### src/include/acs_pkg.sv
package acs_pkg;
    // Register byte offsets
    localparam logic [7:0] ACS_OFF_CTRL   = 8'h00;
    localparam logic [7:0] ACS_OFF_STATUS = 8'h04;
    localparam logic [7:0] ACS_OFF_MASK   = 8'h08;
    localparam logic [7:0] ACS_OFF_RESULT = 8'h0C;
    localparam logic [7:0] ACS_OFF_LOW    = 8'h10;
    localparam logic [7:0] ACS_OFF_HIGH   = 8'h14;
    localparam logic [7:0] ACS_OFF_CMD    = 8'h18;
    // Control fields
    localparam int ACS_CTRL_CONV_EN   = 0;
    localparam int ACS_CTRL_BURST_EN  = 1;
    localparam int ACS_CTRL_WIN_OUT   = 2;
    localparam int ACS_CTRL_SRC_LSB   = 4;
    localparam int ACS_CTRL_RPT_LSB   = 8;
    localparam int ACS_CTRL_PWR_LSB   = 12;
    localparam logic [31:0] ACS_CTRL_MASK  = 32'h0000_F337;
    localparam logic [31:0] ACS_CTRL_RESET = 32'h0000_0000;
    // Start source select codes
    localparam logic [1:0] ACS_SRC_SW     = 2'h0;
    localparam logic [1:0] ACS_SRC_TIMER1 = 2'h1;
    localparam logic [1:0] ACS_SRC_TIMER2 = 2'h2;
    localparam logic [1:0] ACS_SRC_EXT    = 2'h3;
    // Status bits
    localparam int ACS_ST_DONE = 0;
    localparam int ACS_ST_WIN  = 1;
    localparam int ACS_ST_BUSY = 2;
    // Converter timing: 200 ksps needs 5 us per sample
    localparam int ACS_CLK_NS        = 100;
    localparam int ACS_SAMPLE_NS     = 5000;
    localparam int ACS_TRACK_NS      = 1500;
    localparam int ACS_PWR_STEP_NS   = 1600;
    localparam int ACS_SAMPLE_CYC    = ACS_SAMPLE_NS / ACS_CLK_NS;
    localparam int ACS_TRACK_CYC     = (ACS_TRACK_NS + ACS_CLK_NS - 1) / ACS_CLK_NS;
    localparam int ACS_CONV_CYC      = ACS_SAMPLE_CYC - ACS_TRACK_CYC;
    localparam int ACS_PWR_STEP_CYC  = (ACS_PWR_STEP_NS + ACS_CLK_NS - 1) / ACS_CLK_NS;
    localparam int ACS_MIN_START_CYC = 4;
    typedef enum logic [2:0] {
        ACS_IDLE  = 3'b000,
        ACS_PWRUP = 3'b001,
        ACS_TRACK = 3'b010,
        ACS_CONV  = 3'b011,
        ACS_WAIT  = 3'b100,
        ACS_DONE  = 3'b101
    } acs_state_t;
endpackage

### src/logic/acs_sequencer.sv
// What this block does
// - Conversion start from software, timer one, timer two or external pin.
// - Result completes after 1, 4, 8 or 16 accumulated samples.
// - Completed sum, 12 to 16 bits, latched into readable result register.
// - Completion sets done flag and raises interrupt when enabled.
// - Window compare flags result inside or outside limits, selectable.
// - Burst active exactly while burst enable bit is one.
// - Burst wakes, samples on the module clock, then returns to idle power.
// - Burst with converter enable zero powers down after each burst.
// - Burst with converter enable one stays powered between bursts.
// - Powered-down start waits programmed power-up time; powered start tracks at once.
// - Burst runs repeat count per start; otherwise one start per sample.
// - Done flag set only after full repeat count accumulated.
// - Window compare only on full sum, never partial sums.
// - Sequencing supports up to 200 ksps throughput only between samples within a burst.
// - Done and window flags each gated by own enable to interrupt.
`timescale 1ns/100ps
`default_nettype none
module acs_sequencer (
    input  wire logic        mclk_in,
    input  wire logic        arst_n_in,
    input  wire logic        hsel_in,
    input  wire logic [31:0] haddr_in,
    input  wire logic [1:0]  htrans_in,
    input  wire logic        hwrite_in,
    input  wire logic [2:0]  hsize_in,
    input  wire logic [31:0] hwdata_in,
    input  wire logic        hready_in,
    output logic      [31:0] hrdata_out,
    output logic             hreadyout_out,
    output logic             hresp_out,
    input  wire logic        timer1_ovf_in,
    input  wire logic        timer2_ovf_in,
    input  wire logic        ext_start_in,
    input  wire logic [11:0] sample_data_in,
    output logic             converter_power_out,
    output logic             track_out,
    output logic             convert_out,
    output logic             irq_out
);
    typedef struct packed {
        logic [31:0]       ctrl;
        logic [1:0]        status;
        logic [1:0]        mask;
        logic [15:0]       result;
        logic [15:0]       low_lim;
        logic [15:0]       high_lim;
        logic [15:0]       acc;
        logic [4:0]        left;
        logic [9:0]        timer;
        logic [2:0]        gap;
        acs_pkg::acs_state_t st;
        logic              dp_wr;
        logic              dp_rd;
        logic [7:0]        dp_addr;
        logic [31:0]       rdata;
        logic [1:0]        ext_sync;
        logic              ext_prev;
        logic              pwr;
        logic              trk;
        logic              cnv;
        logic              irq;
    } acs_regs_t;

    acs_regs_t r;
    acs_regs_t next_r;

    logic        burst;
    logic [1:0]  src;
    logic [4:0]  rpt_n;
    logic [9:0]  pwr_cyc;
    logic        sw_start;
    logic        start;
    logic        addr_ok;
    logic [1:0]  w1c;
    logic [1:0]  ev;
    logic        in_win;
    logic [15:0] sum;
    logic [31:0] rd;

    always_comb begin
        burst   = r.ctrl[acs_pkg::ACS_CTRL_BURST_EN];
        src     = r.ctrl[acs_pkg::ACS_CTRL_SRC_LSB +: 2];
        case (r.ctrl[acs_pkg::ACS_CTRL_RPT_LSB +: 2])
            2'h0:    rpt_n = 5'h01;
            2'h1:    rpt_n = 5'h04;
            2'h2:    rpt_n = 5'h08;
            default: rpt_n = 5'h10;
        endcase
        pwr_cyc = 10'((r.ctrl[acs_pkg::ACS_CTRL_PWR_LSB +: 4] + 32'h1)
                      * acs_pkg::ACS_PWR_STEP_CYC);
        sw_start = r.dp_wr && (r.dp_addr == acs_pkg::ACS_OFF_CMD) && hwdata_in[0];
        case (src)
            acs_pkg::ACS_SRC_SW:     start = sw_start;
            acs_pkg::ACS_SRC_TIMER1: start = timer1_ovf_in;
            acs_pkg::ACS_SRC_TIMER2: start = timer2_ovf_in;
            default:                 start = r.ext_sync[1] && !r.ext_prev;
        endcase
        // Starts closer than four clocks are dropped in burst
        if (burst && r.gap != 3'h0) begin
            start = 1'b0;
        end
        sum    = r.acc + {4'h0, sample_data_in};
        // Compared on the held full sum only, never on a partial one
        in_win = (r.acc >= r.low_lim) && (r.acc <= r.high_lim);
        w1c    = 2'h0;
        if (r.dp_wr && r.dp_addr == acs_pkg::ACS_OFF_STATUS) begin
            w1c = hwdata_in[1:0];
        end
        ev = 2'h0;

        next_r          = r;
        next_r.ext_sync = {r.ext_sync[0], ext_start_in};
        next_r.ext_prev = r.ext_sync[1];
        next_r.gap      = (r.gap != 3'h0) ? r.gap - 3'h1 : 3'h0;
        if (start) begin
            next_r.gap = 3'(acs_pkg::ACS_MIN_START_CYC - 1);
        end
        if (r.timer != 10'h0) begin
            next_r.timer = r.timer - 10'h1;
        end

        case (r.st)
            acs_pkg::ACS_IDLE: begin
                next_r.pwr = r.ctrl[acs_pkg::ACS_CTRL_CONV_EN];
                if (start && (r.ctrl[acs_pkg::ACS_CTRL_CONV_EN] || burst)) begin
                    next_r.acc  = 16'h0000;
                    next_r.left = rpt_n;
                    next_r.pwr  = 1'b1;
                    if (!r.pwr) begin
                        next_r.st    = acs_pkg::ACS_PWRUP;
                        next_r.timer = pwr_cyc;
                    end else begin
                        next_r.st    = acs_pkg::ACS_TRACK;
                        next_r.trk   = 1'b1;
                        next_r.timer = 10'(acs_pkg::ACS_TRACK_CYC - 1);
                    end
                end
            end
            acs_pkg::ACS_PWRUP: begin
                if (r.timer == 10'h0) begin
                    next_r.st    = acs_pkg::ACS_TRACK;
                    next_r.trk   = 1'b1;
                    next_r.timer = 10'(acs_pkg::ACS_TRACK_CYC - 1);
                end
            end
            acs_pkg::ACS_TRACK: begin
                if (r.timer == 10'h0) begin
                    next_r.st    = acs_pkg::ACS_CONV;
                    next_r.trk   = 1'b0;
                    next_r.cnv   = 1'b1;
                    next_r.timer = 10'(acs_pkg::ACS_CONV_CYC - 1);
                end
            end
            acs_pkg::ACS_CONV: begin
                if (r.timer == 10'h0) begin
                    next_r.cnv  = 1'b0;
                    next_r.acc  = sum;
                    next_r.left = r.left - 5'h1;
                    if (r.left == 5'h01) begin
                        next_r.st = acs_pkg::ACS_DONE;
                    end else if (burst) begin
                        next_r.st    = acs_pkg::ACS_TRACK;
                        next_r.trk   = 1'b1;
                        next_r.timer = 10'(acs_pkg::ACS_TRACK_CYC - 1);
                    end else begin
                        next_r.st = acs_pkg::ACS_WAIT;
                    end
                end
            end
            acs_pkg::ACS_WAIT: begin
                if (start) begin
                    next_r.st    = acs_pkg::ACS_TRACK;
                    next_r.trk   = 1'b1;
                    next_r.timer = 10'(acs_pkg::ACS_TRACK_CYC - 1);
                end
            end
            acs_pkg::ACS_DONE: begin
                next_r.result = r.acc;
                ev[0] = 1'b1;
                if (in_win != r.ctrl[acs_pkg::ACS_CTRL_WIN_OUT]) begin
                    ev[1] = 1'b1;
                end
                // Idle power state follows converter enable
                next_r.pwr = r.ctrl[acs_pkg::ACS_CTRL_CONV_EN];
                next_r.st  = acs_pkg::ACS_IDLE;
            end
            default: begin
                next_r.st = acs_pkg::ACS_IDLE;
            end
        endcase

        // Set beats clear
        next_r.status = (r.status & ~w1c) | ev;

        next_r.dp_wr = 1'b0;
        next_r.dp_rd = 1'b0;
        if (r.dp_wr) begin
            case (r.dp_addr)
                acs_pkg::ACS_OFF_CTRL: next_r.ctrl = hwdata_in & acs_pkg::ACS_CTRL_MASK;
                acs_pkg::ACS_OFF_MASK: next_r.mask = hwdata_in[1:0];
                acs_pkg::ACS_OFF_LOW:  next_r.low_lim = hwdata_in[15:0];
                acs_pkg::ACS_OFF_HIGH: next_r.high_lim = hwdata_in[15:0];
                default: ;
            endcase
        end
        addr_ok = haddr_in[31:8] == 24'h0;
        if (hsel_in && hready_in && htrans_in[1] && addr_ok) begin
            next_r.dp_wr   = hwrite_in;
            next_r.dp_rd   = !hwrite_in;
            next_r.dp_addr = {haddr_in[7:2], 2'b00};
        end
        case (haddr_in[7:0] & 8'hFC)
            acs_pkg::ACS_OFF_CTRL:   rd = r.ctrl;
            acs_pkg::ACS_OFF_STATUS: rd = {29'h0, r.st != acs_pkg::ACS_IDLE, r.status};
            acs_pkg::ACS_OFF_MASK:   rd = {30'h0, r.mask};
            acs_pkg::ACS_OFF_RESULT: rd = {16'h0, r.result};
            acs_pkg::ACS_OFF_LOW:    rd = {16'h0, r.low_lim};
            acs_pkg::ACS_OFF_HIGH:   rd = {16'h0, r.high_lim};
            default:                 rd = 32'h0000_0000;
        endcase
        if (hsel_in && hready_in && htrans_in[1] && !hwrite_in) begin
            next_r.rdata = addr_ok ? rd : 32'h0000_0000;
        end
        next_r.irq = |(next_r.status & next_r.mask);
    end

    always_ff @(posedge mclk_in or negedge arst_n_in) begin
        if (!arst_n_in) begin
            r <= '0;
        end else begin
            r <= next_r;
        end
    end

    assign hrdata_out          = r.rdata;
    assign hreadyout_out       = 1'b1;
    assign hresp_out           = 1'b0;
    assign converter_power_out = r.pwr;
    assign track_out           = r.trk;
    assign convert_out         = r.cnv;
    assign irq_out             = r.irq;
endmodule
`default_nettype wire

### config.mk
export PLATFORM = sky130hd
export DESIGN_NAME = acs_sequencer
export DESIGN_NICKNAME = d
export VERILOG_FILES = /design/src/include/acs_pkg.sv /design/src/logic/acs_sequencer.sv
export SDC_FILE = /design/constraint.sdc
export NUM_CORES = 1
export LEC_CHECK = 0
export BUFFER_PORTS_ARGS = -buffer_cell sky130_fd_sc_hd__clkbuf_2
export CAP_MARGIN = 20
export CELL_PAD_IN_SITES_DETAIL_PLACEMENT = 0
export CELL_PAD_IN_SITES_GLOBAL_PLACEMENT = 1
export CORE_MARGIN = 2
export CORE_UTILIZATION = 40
export DETAILED_ROUTE_END_ITERATION = 10
export PLACE_DENSITY_LB_ADDON = 0.1
export SLEW_MARGIN = 10
export SYNTH_ARGS = -nofsm -noshare
export SYNTH_HDL_FRONTEND = slang
export SYNTH_SLANG_ARGS = --single-unit
### constraint.sdc
create_clock -name mclk_in -period 2.3 [get_ports mclk_in]
set_input_delay 0.23 -clock mclk_in [delete_from_list [all_inputs] [get_ports mclk_in]]
set_output_delay 0.23 -clock mclk_in [all_outputs]
set_load 0.005 [all_outputs]
==> results.yml <==
run_status:
  outcome: "finished, violations left"
  violations: "setup timing"
min_path:
  hold_class: "in -> reg"
logic_synthesis:
  ys_ff_latch: 130
  yosysTopAreaCellShare_pct: 42.6
  yosys-top-cells-area: "dfrtp_1, ha_1, mux2_2"
  seq_area_frac_synth_pct: 42.6
  syn_inst: 782
  synth_area_um2: 7640
  ys_types: 77
  yosysTopAreaCell: "dfrtp_1"
  avgSynthCellArea_um2: 9.78
  yosysWarnings: 0
  synth_edf_count: 0
  async_flop_share_pct: 100
  ys.flop_type: "dfrtp_1"
route:
  routed_via_density: 5.38
  drt_pass1_iterations: 7
  num_vias: 6339
  drt-initial-drc-count: 305
  routed_wl_um: 20900
  wire_per_inst_um: 17.7
  ant_nets: 0
  drc: 0
setup_path:
  crit_path_max_incr_delay_ns: 0.50
  worstPathCellList: "inv_2 > ha_4 > or4b_4 > nor3_4 > inv_4 > or3_4 > a21oi_4 > o21ai_2 > a21bo_1"
  cp_data_arrival_time_ns: 2.68
  cp.required_ns: 2.61
  critical_path_class: "reg -> reg"
  cp-start-kind: "flip-flop"
  path_max_fanout: 7
  rrSetupSlack_ns: -0.06
  slowest_stage: "or4b_4"
  end_kind: "flip-flop"
cells_and_area:
  fillers: 1748
  syn_to_final_growth_pct: 25.6
  seqCellArea_um2: 3260
  drive_above_1_share_pct: 33.3
  nets: 1071
  antennaDiodeCount: 0
  multi_input_area_um2: 4180
clocking:
  cts_tree: "built"
  clock-root-buffer: "clkbuf_16"
  clock-sinks: 130
  clk_latency_ns: 0.42
  htree_levels: 4
  clkTransAtPathRegs_ns: 0.06
  cts_buffer_depth: 2
  cts_buffers: 17
timing:
  setup_slack_ns: -0.0631
  worst_pin_slew_ns: 0.586
  finalClockSkew_ns: 0.00924
  report.final.slew_viol_count: 0
  hold_violations: 0
  timing.final.crit_share_pct: 103
  fin_hold_ws_ns: 0.0531
  slew_headroom_pct: 61.0
  period_needed_ns: 2.36
  fmax_ghz: 0.423
  setup_viol: 7
  setup-tns-final_ns: -0.228
  rsz0062_at_grt: "true"
global_routing:
  first_global_vias: 6328
  overflow: 0
  grt_start_max_net_pins: 56
  grt_pass1_wl_um: 33100
  antenna_found_initial: 0
  grt_use_total_pct: 21.3
flow_run:
  cap_violations: 0
power:
  p_per_area_nw_per_um2: 554
  max-vdd-ir-drop_v: 0.000538
  power.total_mw: 5.32
  cellLeakagePower_nw: 4.69
placed_design:
  post-place-ws_ns: -0.0972
  place.gp.congestion: 0.838
  portBuffers: 86
  hpwl_um: 15800
floorplan:
  core_um2: 18700
  row_count: 50
  die_area_um2: 20200
  num_io_pins: 127
  die_h_um: 142
  die_x_um: 142
  initial_utilization_pct: 40.9
## kinds of logic (layout without fill, tap and decap cells)
logic type | count (synthesis) | count (layout) | synth area share [%]
AND/OR/NAND/NOR | 242 | 242 | 16.1
AO/OA/AOI/OAI | 173 | 173 | 15.1
flip-flops | 130 | 130 | 42.6
buffers and inverters | 105 | 252 | 6.86
multiplexers | 63 | 63 | 9.07
adder cells (fa/ha/maj) | 50 | 50 | 8.28
XOR/XNOR | 17 | 17 | 1.95
other | 2 | 18 | 0.0982
## worst max-delay path: cells and delay by family (launching register included)
| family | cells | cell delay, ns |
|---|---|---|
| AND/OR/NAND/NOR | 3 | 1.14 |
| flip-flops | 1 | 0.39 |
| buffers and inverters | 2 | 0.16 |
| adder cells (fa/ha/maj) | 1 | 0.12 |
| AO/OA/AOI/OAI | 3 | 0.43 |
## power by group
part / total [mW] / switching, mW / internal, mW
clock: 2.63 / 1.05 / 1.58
combinational: 0.349 / 0.196 / 0.154
sequential: 2.35 / 0.0249 / 2.32
## through the flow
step                cells  utilization [%]  instance area [µm²]
floorplan             798                -                 7740
global placement     1138             46.7                 8730
detailed placement   1138             46.7                 8730
CTS                  1173             50.1                 9370
global route         1179             51.3                 9600
finish               1179             51.3                 9600
## what timing repair did
item / CTS / global route
setup buffers: 1 / 6
setup endpoints to repair: 23 / 34
hold endpoints to repair: 29 / 0
hold buffers: 2 / 0
pin swaps: 9 / 20
resized for setup: 13 / 37
## cell type report
class / count / share of cell area [%]
Clock buffer: 17 / 4.43
Clock inverter: 15 / 1.49
Inverter: 48 / 1.90
Multi-Input combinational cell: 563 / 43.5
Sequential cell: 130 / 34.0
Tap cell: 234 / 3.05
Timing Repair Buffer: 172 / 11.6
## state kept, by name (all words and copies together) (netlist names)
signal / count
r: 107
hrdata_out: 16
next_r: 2
burst: 1
convert_out: 1
converter_power_out: 1
irq_out: 1
track_out: 1
## synth_stat cells (3+ instances only)
master and count:
and3b_1 4, nor3_1 14, nand2b_1 8, clkbuf_1 18, mux2_2 50, a31oi_1 4
o22ai_1 14, a211o_1 3, buf_1 3, or3_1 3, xor2_1 6, a21oi_1 36
nor4_1 10, a311oi_1 3, a21o_1 6, nand3_1 16, xnor2_1 11, buf_4 34
a211oi_1 5, o21a_1 5, nand4_1 11, a22o_1 9, o21ai_0 46, nand3b_1 7
o2111ai_1 3, a222oi_1 9, inv_1 47, or2_2 5, nor2b_1 6, nor2_1 38
nand2_1 97, ha_1 49, a221oi_1 3, mux2i_1 13, dfrtp_1 130
## placed cells by master (no fill, tap or decap), drive strengths merged, types with 9 or more instances in the layout
cell | netlist | routed
ha | 49 | 49
conb | 2 | 18
o22ai | 14 | 14
a222oi | 9 | 9
nor2 | 38 | 38
mux2i | 13 | 13
nor3 | 15 | 15
nor4 | 11 | 11
nand4 | 11 | 11
o21ai | 48 | 48
mux2 | 50 | 50
nand2 | 97 | 97
a22o | 9 | 9
xnor2 | 11 | 11
clkbuf | 18 | 102
a21oi | 37 | 37
dfrtp | 130 | 130
inv | 48 | 49
buf | 39 | 85
nand3 | 16 | 16
## path summary, 6_finish.rpt
check	start	endpoint	cells after the start
worst max-delay path	r[56]$_DFF_PN0_	track_out$_DFFE_PN0P_	9
max in group asynchronous	arst_n_in	r[75]$_DFFE_PN0P_	3
worst min-delay path	hwdata_in[11]	r[97]$_DFFE_PN0P_	2
min in group asynchronous	arst_n_in	r[96]$_DFFE_PN0P_	2
worst max register to register	r[56]$_DFF_PN0_	track_out$_DFFE_PN0P_	9
worst min register to register	next_r[6]$_DFF_PN0_	next_r[4]$_DFF_PN0_	0
## routing by layer
metal | wire length (µm) | up-vias | part of all wire (%) | GRT usage (%)
met5 | 0 | - | 0 | 0
met4 | 332 | 0 | 1.6 | 7.00
met3 | 846 | 22 | 4.1 | 3.30
met2 | 9970 | 162 | 48 | 35.3
met1 | 9710 | 3066 | 47 | 28.5
li1 | - | 3089 | - | -
Note: power is estimated with default switching activity, not from simulation.
